### src/sdcc_pkg.sv
// Purpose: Shared constants for the delta-sigma conversion control block.
// Assumes: APB with 32-bit data, one aligned word per register.
// Notes: Result words are 24 bits wide.
package sdcc_pkg;
	localparam int          ADDR_W         = 8;
	localparam int          RES_W          = 24;
	localparam int          RAW_W          = 25;

	// Register byte addresses.
	localparam logic [7:0]  CTRL_ADDR      = 8'h00;
	localparam logic [7:0]  STAT_ADDR      = 8'h04;
	localparam logic [7:0]  SLOW_ADDR      = 8'h08;
	localparam logic [7:0]  QUICK_ADDR     = 8'h0C;
	localparam logic [7:0]  DAC_ADDR       = 8'h10;

	// Control register fields.
	localparam int          MODE_LSB       = 0;
	localparam int          ISEL_BIT       = 2;
	localparam int          BURN_BIT       = 3;
	localparam int          POL_BIT        = 4;
	localparam logic [4:0]  CTRL_RESET     = 5'h00;
	localparam logic [7:0]  DAC_RESET      = 8'h00;

	// Status register fields.
	localparam int          BUSY_BIT       = 0;
	localparam int          DONE_BIT       = 1;
	localparam int          SCLIP_BIT      = 2;
	localparam int          QCLIP_BIT      = 3;
	localparam int          OVR_BIT        = 4;
	localparam int          ERR_BIT        = 5;
	localparam int          CALERR_BIT     = 6;

	// Conversion-mode field encodings.
	localparam logic [1:0]  MODE_IDLE      = 2'h0;
	localparam logic [1:0]  MODE_SINGLE    = 2'h1;
	localparam logic [1:0]  MODE_CONT      = 2'h2;

	// One conversion-cycle period in clocks, from the clock period and the conversion period in ns.
	localparam int          CLK_PERIOD_NS  = 10;
	localparam int          CONV_PERIOD_NS = 10000;
	localparam int          CONV_CYCLES    = (CONV_PERIOD_NS + CLK_PERIOD_NS - 1) / CLK_PERIOD_NS;
	localparam int          SLOW_PERIODS   = 3;

	typedef enum logic {SDCC_IDLE, SDCC_RUN} sdcc_state_t;
endpackage

### src/sdcc_top.sv
// Purpose: Conversion sequencing, result coding and error flags of a delta-sigma converter.
// Assumes: Filter data and overflow strobes arrive synchronous to pclk.
// Notes: APB slave with zero wait states; read data is captured in the setup phase.
//
// Design decisions made here: the register offsets and the APB register port.
`timescale 1ns/1ps

module sdcc_top
	import sdcc_pkg::*;
(
	input  wire logic                        pclk,
	input  wire logic                        presetn,
	input  wire logic                        psel,
	input  wire logic                        penable,
	input  wire logic                        pwrite,
	input  wire logic [sdcc_pkg::ADDR_W-1:0] paddr,
	input  wire logic [31:0]                 pwdata,
	output logic      [31:0]                 prdata,
	output logic                             pready,
	output logic                             pslverr,
	input  wire logic [sdcc_pkg::RAW_W-1:0]  slow_filter_data,
	input  wire logic [sdcc_pkg::RAW_W-1:0]  quick_filter_data,
	input  wire logic                        slow_filter_overflow,
	input  wire logic                        quick_filter_overflow,
	input  wire logic                        cal_limit_error,
	output logic                             conv_active,
	output logic                             burnout_enable,
	output logic                             dac_sign,
	output logic      [6:0]                  dac_magnitude,
	output logic                             dac_update
);
	import sdcc_pkg::*;

	// Raw filter words are signed, full scale +/-2^24 for +/-VREF.
	function automatic logic [RES_W-1:0] format_result(input logic [RAW_W-1:0] raw, input logic bipolar);
		logic [RAW_W-1:0] half;
		half = {raw[RAW_W-1], raw[RAW_W-1:1]};
		if (bipolar)
			format_result = half[RES_W-1:0];
		else if (raw[RAW_W-1])
			format_result = '0;
		else
			format_result = raw[RES_W-1:0];
	endfunction

	function automatic logic is_addr(input logic [ADDR_W-1:0] a, input logic [7:0] target);
		is_addr = (a == target);
	endfunction

	sdcc_state_t       state_reg;
	logic [1:0]        conv_mode_field_reg;
	logic              irq_filter_select_reg;
	logic              burnout_enable_reg;
	logic              output_polarity_select_reg;
	logic [7:0]        offset_dac_setting_reg;
	logic              dac_update_reg;
	logic [9:0]        period_cnt_reg;
	logic [1:0]        cycle_idx_reg;
	logic              conv_done_flag_reg;
	logic              slow_filter_clip_flag_reg;
	logic              quick_filter_clip_flag_reg;
	logic              overrun_flag_reg;
	logic              cal_err_reg;
	logic [RES_W-1:0]  slow_result_reg;
	logic [RES_W-1:0]  quick_result_reg;
	logic [31:0]       prdata_reg;

	logic              wr_access;
	logic              setup;
	logic              mapped;
	logic              ctrl_wr;
	logic              stat_wr;
	logic [1:0]        mode_wr;
	logic              start_req;
	logic              stop_req;
	logic              running;
	logic              period_end;
	logic              quick_ready;
	logic              slow_ready;
	logic              conv_end;
	logic              any_error_flag;

	assign setup     = psel && !penable;
	assign wr_access = psel && penable && pwrite;
	assign mapped    = is_addr(paddr, CTRL_ADDR) || is_addr(paddr, STAT_ADDR) || is_addr(paddr, SLOW_ADDR)
	                   || is_addr(paddr, QUICK_ADDR) || is_addr(paddr, DAC_ADDR);
	assign ctrl_wr   = wr_access && is_addr(paddr, CTRL_ADDR);
	assign stat_wr   = wr_access && is_addr(paddr, STAT_ADDR);
	assign mode_wr   = pwdata[MODE_LSB+1:MODE_LSB];
	assign pready    = 1'b1;
	assign pslverr   = psel && penable && !mapped;
	assign prdata    = prdata_reg;

	assign start_req = ctrl_wr && (mode_wr == MODE_SINGLE || mode_wr == MODE_CONT);
	// idle write stops
	// Any code other than single or continuous stops, so the mode field and the sequencer never disagree.
	assign stop_req  = ctrl_wr && !(mode_wr == MODE_SINGLE || mode_wr == MODE_CONT);
	assign running   = (state_reg == SDCC_RUN);

	assign period_end  = running && (period_cnt_reg == 10'(CONV_CYCLES - 1));
	assign quick_ready = period_end;
	// slow after three
	// A single conversion on the quick filter stops before the slow filter has settled.
	assign slow_ready  = period_end && (cycle_idx_reg >= 2'(SLOW_PERIODS - 1))
	                     && !(conv_mode_field_reg == MODE_SINGLE && irq_filter_select_reg);
	assign conv_end    = irq_filter_select_reg ? quick_ready : slow_ready;

	assign any_error_flag = slow_filter_clip_flag_reg || quick_filter_clip_flag_reg || overrun_flag_reg || cal_err_reg;

	assign conv_active    = running;
	assign burnout_enable = burnout_enable_reg;
	assign dac_sign       = offset_dac_setting_reg[7];
	assign dac_magnitude  = offset_dac_setting_reg[6:0];
	assign dac_update     = dac_update_reg;

	// Sequencer state.
	always_ff @(posedge pclk or negedge presetn)
	begin
		if (!presetn)
			state_reg <= SDCC_IDLE;
		else if (stop_req)
			state_reg <= SDCC_IDLE;
		else if (start_req)
			state_reg <= SDCC_RUN;
		else
		begin
			case (state_reg)
				SDCC_IDLE: state_reg <= SDCC_IDLE;
				SDCC_RUN:
				begin
					if (conv_end && conv_mode_field_reg == MODE_SINGLE)
						state_reg <= SDCC_IDLE;
				end
				default: state_reg <= SDCC_IDLE;
			endcase
		end
	end

	// Period and cycle counters; a start restarts the sequence from scratch.
	always_ff @(posedge pclk or negedge presetn)
	begin
		if (!presetn)
		begin
			period_cnt_reg <= '0;
			cycle_idx_reg  <= '0;
		end
		else if (start_req || !running)
		begin
			period_cnt_reg <= '0;
			cycle_idx_reg  <= '0;
		end
		else if (period_end)
		begin
			period_cnt_reg <= '0;
			if (cycle_idx_reg != 2'(SLOW_PERIODS - 1))
				cycle_idx_reg <= cycle_idx_reg + 2'h1;
		end
		else
			period_cnt_reg <= period_cnt_reg + 10'h001;
	end

	// Control register; the mode field also returns to idle by itself.
	always_ff @(posedge pclk or negedge presetn)
	begin
		if (!presetn)
		begin
			conv_mode_field_reg        <= CTRL_RESET[MODE_LSB+1:MODE_LSB];
			irq_filter_select_reg      <= CTRL_RESET[ISEL_BIT];
			burnout_enable_reg         <= CTRL_RESET[BURN_BIT];
			output_polarity_select_reg <= CTRL_RESET[POL_BIT];
		end
		else if (ctrl_wr)
		begin
			conv_mode_field_reg        <= (mode_wr == MODE_CONT || mode_wr == MODE_SINGLE) ? mode_wr : MODE_IDLE;
			irq_filter_select_reg      <= pwdata[ISEL_BIT];
			burnout_enable_reg         <= pwdata[BURN_BIT];
			output_polarity_select_reg <= pwdata[POL_BIT];
		end
		else if (conv_end && conv_mode_field_reg == MODE_SINGLE)
			conv_mode_field_reg <= MODE_IDLE;
	end

	// Offset DAC setting and its change strobe.
	always_ff @(posedge pclk or negedge presetn)
	begin
		if (!presetn)
		begin
			offset_dac_setting_reg <= DAC_RESET;
			dac_update_reg         <= 1'b0;
		end
		else
		begin
			dac_update_reg <= wr_access && is_addr(paddr, DAC_ADDR);
			if (wr_access && is_addr(paddr, DAC_ADDR))
				offset_dac_setting_reg <= pwdata[7:0];
		end
	end

	// Result registers, written regardless of any error.
	always_ff @(posedge pclk or negedge presetn)
	begin
		if (!presetn)
		begin
			slow_result_reg  <= '0;
			quick_result_reg <= '0;
		end
		else
		begin
			if (quick_ready)
				quick_result_reg <= format_result(quick_filter_data, output_polarity_select_reg);
			if (slow_ready)
				slow_result_reg <= format_result(slow_filter_data, output_polarity_select_reg);
		end
	end

	// Sticky flags, cleared by writing one; a new event wins over the clear.
	always_ff @(posedge pclk or negedge presetn)
	begin
		if (!presetn)
		begin
			conv_done_flag_reg         <= 1'b0;
			slow_filter_clip_flag_reg  <= 1'b0;
			quick_filter_clip_flag_reg <= 1'b0;
			overrun_flag_reg           <= 1'b0;
			cal_err_reg                <= 1'b0;
		end
		else
		begin
			if (conv_end)
				conv_done_flag_reg <= 1'b1;
			else if (stat_wr && pwdata[DONE_BIT])
				conv_done_flag_reg <= 1'b0;
			if (running && slow_filter_overflow)
				slow_filter_clip_flag_reg <= 1'b1;
			else if (stat_wr && pwdata[SCLIP_BIT])
				slow_filter_clip_flag_reg <= 1'b0;
			if (running && quick_filter_overflow)
				quick_filter_clip_flag_reg <= 1'b1;
			else if (stat_wr && pwdata[QCLIP_BIT])
				quick_filter_clip_flag_reg <= 1'b0;
			if (conv_end && conv_done_flag_reg)
				overrun_flag_reg <= 1'b1;
			else if (stat_wr && pwdata[OVR_BIT])
				overrun_flag_reg <= 1'b0;
			if (cal_limit_error)
				cal_err_reg <= 1'b1;
			else if (stat_wr && pwdata[CALERR_BIT])
				cal_err_reg <= 1'b0;
		end
	end

	// Read data is captured in the setup phase so that prdata comes from a flip-flop.
	always_ff @(posedge pclk or negedge presetn)
	begin
		if (!presetn)
			prdata_reg <= '0;
		else if (setup && !pwrite)
		begin
			prdata_reg <= '0;
			if (is_addr(paddr, CTRL_ADDR))
				prdata_reg <= {27'h0000000, output_polarity_select_reg, burnout_enable_reg,
				               irq_filter_select_reg, conv_mode_field_reg};
			else if (is_addr(paddr, STAT_ADDR))
				prdata_reg <= {25'h0000000, cal_err_reg, any_error_flag, overrun_flag_reg,
				               quick_filter_clip_flag_reg, slow_filter_clip_flag_reg, conv_done_flag_reg, running};
			else if (is_addr(paddr, SLOW_ADDR))
				prdata_reg <= {8'h00, slow_result_reg};
			else if (is_addr(paddr, QUICK_ADDR))
				prdata_reg <= {8'h00, quick_result_reg};
			else if (is_addr(paddr, DAC_ADDR))
				prdata_reg <= {24'h000000, offset_dac_setting_reg};
		end
	end

	// Cycles since the last start, for timing checks only.
	logic [11:0] elapsed_reg;
	always_ff @(posedge pclk or negedge presetn)
	begin
		if (!presetn)
			elapsed_reg <= '0;
		else if (start_req)
			elapsed_reg <= '0;
		else if (elapsed_reg != 12'hFFF)
			elapsed_reg <= elapsed_reg + 12'h001;
	end

	property p_busy_start;
		@(posedge pclk) disable iff (!presetn) start_req |=> conv_active ##0 $past(mode_wr) == conv_mode_field_reg;
	endproperty
	a_busy_start: assert property (p_busy_start) else $error("busy not set after start");

	property p_quick_first;
		@(posedge pclk) disable iff (!presetn)
			quick_ready && cycle_idx_reg == 2'h0 |-> elapsed_reg == 12'(CONV_CYCLES - 1);
	endproperty
	a_quick_first: assert property (p_quick_first) else $error("first quick result at wrong time");

	property p_slow_first;
		@(posedge pclk) disable iff (!presetn)
			slow_ready && elapsed_reg < 12'(SLOW_PERIODS * CONV_CYCLES) |-> elapsed_reg == 12'(SLOW_PERIODS * CONV_CYCLES - 1);
	endproperty
	a_slow_first: assert property (p_slow_first) else $error("first slow result at wrong time");

	property p_single_end;
		@(posedge pclk) disable iff (!presetn)
			conv_end && conv_mode_field_reg == MODE_SINGLE && !ctrl_wr |=> !conv_active && conv_mode_field_reg == MODE_IDLE;
	endproperty
	a_single_end: assert property (p_single_end) else $error("single conversion did not return to idle");

	property p_cont_go;
		@(posedge pclk) disable iff (!presetn)
			conv_end && conv_mode_field_reg == MODE_CONT && !ctrl_wr |=> conv_active ##1 (conv_active || $past(stop_req));
	endproperty
	a_cont_go: assert property (p_cont_go) else $error("continuous mode stopped");

	property p_done_set;
		@(posedge pclk) disable iff (!presetn)
			(irq_filter_select_reg ? quick_ready : slow_ready) |=> conv_done_flag_reg;
	endproperty
	a_done_set: assert property (p_done_set) else $error("done flag not set");

	property p_overrun;
		@(posedge pclk) disable iff (!presetn) conv_end && conv_done_flag_reg |=> overrun_flag_reg && any_error_flag;
	endproperty
	a_overrun: assert property (p_overrun) else $error("overrun not flagged");

	property p_quick_data;
		@(posedge pclk) disable iff (!presetn)
			quick_ready |=> quick_result_reg == format_result($past(quick_filter_data), $past(output_polarity_select_reg));
	endproperty
	a_quick_data: assert property (p_quick_data) else $error("quick result not updated");

	property p_unipolar_floor;
		@(posedge pclk) disable iff (!presetn)
			slow_ready && !output_polarity_select_reg && slow_filter_data[RAW_W-1] |=> slow_result_reg == 24'h000000;
	endproperty
	a_unipolar_floor: assert property (p_unipolar_floor) else $error("unipolar code below zero");

	property p_quick_floor;
		@(posedge pclk) disable iff (!presetn)
			quick_ready && !output_polarity_select_reg && quick_filter_data[RAW_W-1] |=> quick_result_reg == 24'h000000;
	endproperty
	a_quick_floor: assert property (p_quick_floor) else $error("unipolar quick code below zero");

	property p_bipolar_sign;
		@(posedge pclk) disable iff (!presetn)
			quick_ready && output_polarity_select_reg |=> quick_result_reg[RES_W-1] == $past(quick_filter_data[RAW_W-1]);
	endproperty
	a_bipolar_sign: assert property (p_bipolar_sign) else $error("bipolar sign lost");

	property p_slow_clip;
		@(posedge pclk) disable iff (!presetn) running && slow_filter_overflow |=> slow_filter_clip_flag_reg
			##1 (slow_filter_clip_flag_reg || $past(stat_wr && pwdata[SCLIP_BIT]));
	endproperty
	a_slow_clip: assert property (p_slow_clip) else $error("slow clip flag not held");

	property p_dac;
		@(posedge pclk) disable iff (!presetn)
			wr_access && is_addr(paddr, DAC_ADDR) |=> dac_update && {dac_sign, dac_magnitude} == $past(pwdata[7:0]);
	endproperty
	a_dac: assert property (p_dac) else $error("offset DAC write not applied");

	property p_burnout;
		@(posedge pclk) disable iff (!presetn) ctrl_wr |=> burnout_enable == $past(pwdata[BURN_BIT]);
	endproperty
	a_burnout: assert property (p_burnout) else $error("burnout enable mismatch");

	c_single_slow: cover property (@(posedge pclk) disable iff (!presetn)
		slow_ready && conv_mode_field_reg == MODE_SINGLE);
	c_cont_slow: cover property (@(posedge pclk) disable iff (!presetn)
		slow_ready && conv_mode_field_reg == MODE_CONT ##[1:1000] slow_ready);
	c_overrun: cover property (@(posedge pclk) disable iff (!presetn) conv_end && conv_done_flag_reg);
	c_dac_write: cover property (@(posedge pclk) disable iff (!presetn) dac_update);
endmodule

### config.mk
export PLATFORM = sky130hd
export DESIGN_NAME = sdcc_top
export DESIGN_NICKNAME = d
export VERILOG_FILES = /design/src/sdcc_pkg.sv /design/src/sdcc_top.sv
export SDC_FILE = /design/constraint.sdc
export NUM_CORES = 1
export LEC_CHECK = 0
export BUFFER_PORTS_ARGS = -buffer_cell sky130_fd_sc_hd__buf_4
export CORE_AREA = 3 3 103 105
export CTS_CLUSTER_SIZE = 10
export DETAILED_ROUTE_END_ITERATION = 8
export DIE_AREA = 0 0 106 108
export HOLD_SLACK_MARGIN = 0.02
export PLACE_DENSITY_LB_ADDON = 0.1
export SKIP_CTS_REPAIR_TIMING = 1
export SLEW_MARGIN = 20
export SYNTH_ARGS = -nofsm -noshare
export SYNTH_HDL_FRONTEND = slang
export SYNTH_SLANG_ARGS = --single-unit
### constraint.sdc
create_clock -name pclk -period 2.4 [get_ports pclk]
set_input_delay 0.48 -clock pclk [delete_from_list [all_inputs] [get_ports pclk]]
set_output_delay 0.48 -clock pclk [all_outputs]
set_load 0.1 [all_outputs]
; ---- Word level (Yosys, flattened, before mapping)
; Index checks and enable logic that the tools add are counted.
[classes]
add_sub_neg = 2
magnitude_cmp = 1
eq_ne = 9
muxes = 32
bitwise = 1
reduce_logical = 48
[op_table]
columns = cell, count
row1 = $mux W24, 8
row2 = $logic_and A1 B1 Y1, 23
row3 = $mux W10, 2
row4 = $eq A8 B4 Y1 const B, 2
row5 = $reduce_bool A2 Y1, 8
row6 = $mux W1, 14
row7 = $mux W2, 6
row8 = $add A10 B1 Y10 const B, 1
row9 = $eq A10 B10 Y1 const B, 1
row10 = $logic_or A1 B1 Y1, 9
row11 = $eq A8 B3 Y1 const B, 1
row12 = $eq A8 B5 Y1 const B, 1
row13 = $logic_not A8 Y1, 1
row14 = $mux W8, 1
row15 = $logic_not A1 Y1, 6
row16 = $eq A2 B1 Y1 const B, 2
row17 = $add A2 B1 Y2 const B, 1
row18 = $eq A2 B2 Y1 const B, 1
row19 = $ge A2 B2 Y1 const B, 1
row20 = $ne A2 B2 Y1 const B, 1
row21 = $pmux W1 S2, 1
row22 = $reduce_and A2 Y1, 1
row23 = $not A1 Y1, 1
[word_totals]
regBits = 112
in_bits = 98
word_cells = 110

; ---- Longest topological paths before layout
[logic_depth]
depth_word = 10
depth_mapped = 7

; ---- Worst setup path before layout
; Ideal clock, no wire load.
[synth_path]
path_type = input-to-output
startpoint = input port paddr[3] in the netlist's numbering
endpoint = output port pslverr
arrival_ns = 2.078
required_ns = 1.920
slack_ns = -0.158
cell_stages = 6
n_path_buf = 2
cell_sequence = clkbuf_1 > nor4_2 > and2_1 > buf_2 > o21ai_0 > and3_1
[synth_via]
elab_chain_cells = 7
[synth_lines]
columns = item, line_no
row1 = start: declaration, sdcc_top.sv:16  ; input wire logic [sdcc_pkg::ADDR_W-1:0] paddr,
row2 = $eq A8 B3 Y1 or $logic_not A8 Y1 (tied branches), sdcc_top.sv:47  ; is_addr = (a == target);
row3 = $logic_or A1 B1 Y1 (2 in a row), sdcc_top.sv:85  ; assign mapped = is_addr(paddr, CTRL_ADDR) || is_addr(paddr, STAT_ADDR) || is_addr(paddr, SLOW_ADDR)
row4 = $logic_or A1 B1 Y1, sdcc_top.sv:86  ; || is_addr(paddr, QUICK_ADDR) || is_addr(paddr, DAC_ADDR);
row5 = $logic_or A1 B1 Y1 (*), sdcc_top.sv:86
row6 = $logic_not A1 Y1 (*), sdcc_top.sv:91  ; assign pslverr = psel && penable && !mapped;
row7 = $logic_and A1 B1 Y1 (*), sdcc_top.sv:91
row8 = end: declaration, sdcc_top.sv:20  ; output logic pslverr,
; Mark *: on every way between the ends. The rest lies on a longest branch, timed or not.

; ---- Worst setup path after layout
[layout_path]
startpoint = input port paddr[1] in the netlist's numbering
endpoint = output port pslverr
; Same word-level chain as after synthesis.

==> metrics.md <==
| Metric | Value |
|---|---|
| Maximum achievable frequency | `between 0.4 and 0.5 GHz` |
| Global-route usage over all layers | `around a quarter` |
| TNS Setup | `0 ns` |
| Clock-pin slew on the worst setup and hold paths | `0.09 ns` |
| Layout net count | `approximately 700` |
| H-tree depth | `3` |
| Most frequent cells in the layout | `buf_4 (127), dfrtp_1 (103), nor2_1 (44), nand2_1 (36), a21oi_1 (36)` |
| Commonest non-fill, non-tap cell in the layout | `buf_4` |
| # clock sinks | `approximately 100` |
| LEAKAGE | `between 0.003 and 0.004 uW` |
| Gate Count Post-Synth | `494` |
| Post-synthesis instance area | `0.00516 mm2` |
| Std-Cell Rows | `36` |
| Clk pwr share | `approximately 33%` |
| Synthesized flop and latch total | `~100` |
| Hpwl dp | `9.29 mm` |
| Drt pass-1 iters | `5` |
| Synth area leaders | `dfrtp_1 (50%), a22oi_1 (4.1%), a22o_1 (4.1%)` |
| Grt ovf | `0` |
| Vias in the first global route | `4171` |
| Final setup margin | `0.268 ns` |
| Via Count | `between 4000 and 5000` |
| # setup viols final | `0` |
| Number of flops mapped to enable cells by yosys | `0` |
| Largest net degree at the start of global routing | `54` |
| RSZ-0062 raised after global routing | `false` |
| Most common flop cell mapped by yosys | `dfrtp_1` |
| Final ANT Viol Nets | `0` |
| DRC violations left | `0` |
| Clock Skew | `0.0126 ns` |
| Synth cell types | `48` |
| Setup crit end kind | `primary output` |
| TritonCTS clock tree | `done` |
| Warning count from the yosys run | `0` |
| R2R depth | `6` |
| Status | `finished clean` |
| P_int | `2410 uW` |
| Sw frac | `27.2%` |
| Floorplan core area | `0.00973 mm2` |
| Die height | `about 110 um` |
| Hold Violations, Final | `0` |
| Final wirelength | `roughly 13 mm` |
| Root Buffer | `clkbuf_8` |
| Drt wl/cell | `17.6 um` |
| Async S/R FF share, synth | `100%` |
| DR iter-0 viols | `roughly 240` |
| P_sw | `about 900 uW` |
| Max-cap violations | `0` |
| Synth-to-layout area growth | `22.5%` |
| Die X | `approximately 110 um` |
| Pwr Density | `524 mW/mm2` |
| Rel. slew slack | `roughly 60%` |
| WP data arrival | `approximately 1.7 ns` |
| Area share of the largest cell type after synthesis | `between 50% and 60%` |
| Via density | `around 5.7` |
| Hold/Removal Path Class | `input port to async pin` |
| Syn Area/Cell | `10.4 um2` |
| TritonCTS Buffers | `9` |
| Worst Path Max Fanout | `5` |
| Slew Viols, Final | `0` |
| Port bufs | `between 100 and 150` |
| # fillers | `approximately 850` |
| Clock Latency Late Sink | `~0.37 ns` |
| Layout cells sized above 1 | `roughly 28%` |
| First-pass GRT wire length | `between 20 and 25 mm` |
| Combinational fraction of design power | `13.8%` |
| Worst Path Required | `between 1.5 and 2 ns` |
| Starting Density | `a little over half` |
| WS Path Type | `input port to primary output` |
| ANT cells | `0` |
| DP Worst Slack | `0.279 ns` |
| Initial antenna violation count | `0` |
| Final min period | `approximately 2.1 ns` |
| Register area share after synthesis | `50.5%` |
| Maximum VDD drop | `roughly 0.33 mV` |
| Sequential power share | `a little over half` |
| CP Launch Type | `input port` |
| Post-synth top area cell | `dfrtp_1` |
| Clock buffer depth | `2` |
| DIE AREA | `0.0114 mm2` |
| GP Congestion | `between 0.8 and 0.9` |
| IO Pins | `143` |
| Slew @ Worst Pin | `around 0.60 ns` |
| Period utilization | `88.8%` |
[Yosys cell counts, drive strengths merged, types with 4 or more instances]
| master | number |
|---|---|
| dfrtp | 104 |
| nor2 | 44 |
| a21oi | 36 |
| mux2 | 36 |
| nand2 | 36 |
| a22oi | 28 |
| clkbuf | 26 |
| a22o | 24 |
| mux2i | 20 |
| o21ai | 19 |
| inv | 18 |
| buf | 16 |
| a31oi | 10 |
| nand3 | 6 |
| nor3 | 6 |
| nor3b | 6 |
| and2 | 5 |
| nand4 | 5 |
| o31ai | 5 |
| ha | 4 |
| nor4 | 4 |
| xnor2 | 4 |
[stage by stage]
step / total power, uW / cells / hold slack, ns / cell area (um2) / util (%)
final: 3310 / 737 / 0.101 / 6320 / 64.9
after global routing: 3440 / 737 / 0.126 / 6320 / 64.9
after CTS: 3330 / 737 / 0.114 / 6320 / 64.9
after detailed placement: 2270 / 721 / 0.475 / 6130 / 63.0
after global placement: 2260 / 721 / 0.463 / 6130 / 63.0
after floorplan: 2070 / 501 / 0.184 / 5180 / -
[power by group through the flow]
stage                     logic, uW  registers [uW]  clock network, uW
final                           456            1780               1080
after global routing            490            1780               1170
after CTS                       458            1780               1100
after detailed placement        456            1810                  0
after global placement          450            1810                  0
after floorplan                 202            1870                  0
[critical path: stages]
cell     delay, ns
buf_4         0.13
nor4_2        0.31
and2_1        0.20
o21ai_0       0.09
and3_2        0.22
buf_4         0.23
[path summary, 6_finish.rpt]
check / startpoint / end / slack, ns
max: paddr[1] / pslverr / 0.27
max in group asynchronous: presetn / period_cnt_reg[7]$_DFF_PN0_ / 1.63
min: presetn / prdata[9]$_DFFE_PN0P_ / 0.10
max reg2reg: period_cnt_reg[0]$_DFF_PN0_ / conv_mode_field_reg[0]$_DFFE_PN0P_ / 0.34
min reg2reg: slow_result_reg[11]$_DFFE_PN0P_ / slow_result_reg[11]$_DFFE_PN0P_ / 0.49
min in group pclk: cal_limit_error / cal_err_reg$_DFFE_PN0P_ / 0.29
[layer usage]
layer / GRT usage, % / vias to the layer above / routed length [um]
met3: 3.82 / 21 / 703
met4: 9.25 / 0 / 264
li1: - / 1982 / -
met1: 31.6 / 2097 / 5610
met2: 38.8 / 137 / 6420
met5: 0 / - / 0
[layout make-up]
cell class / instances / area [um2] / share of cell area [%]
Clock inverter: 5 / 56.3 / 0.891
Timing Repair Buffer: 129 / 993 / 15.7
Clock buffer: 11 / 131 / 2.08
Multi-Input combinational cell: 337 / 2300 / 36.4
Sequential cell: 104 / 2600 / 41.2
Tap cell: 133 / 166 / 2.63
Inverter: 18 / 67.6 / 1.07
[kinds of logic (layout without fill, tap and decap cells)]
family / after synthesis / count (layout) / synth area share [%]
AO/OA/AOI/OAI: 136 / 136 / 17.8
AND/OR/NAND/NOR: 125 / 125 / 12.2
flip-flops: 104 / 104 / 50.5
buffers and inverters: 60 / 163 / 5.48
multiplexers: 56 / 56 / 11.7
XOR/XNOR: 7 / 7 / 1.19
adder cells (fa/ha/maj): 4 / 4 / 0.971
other: 2 / 9 / 0.146
(Power assumes the default switching activity.)
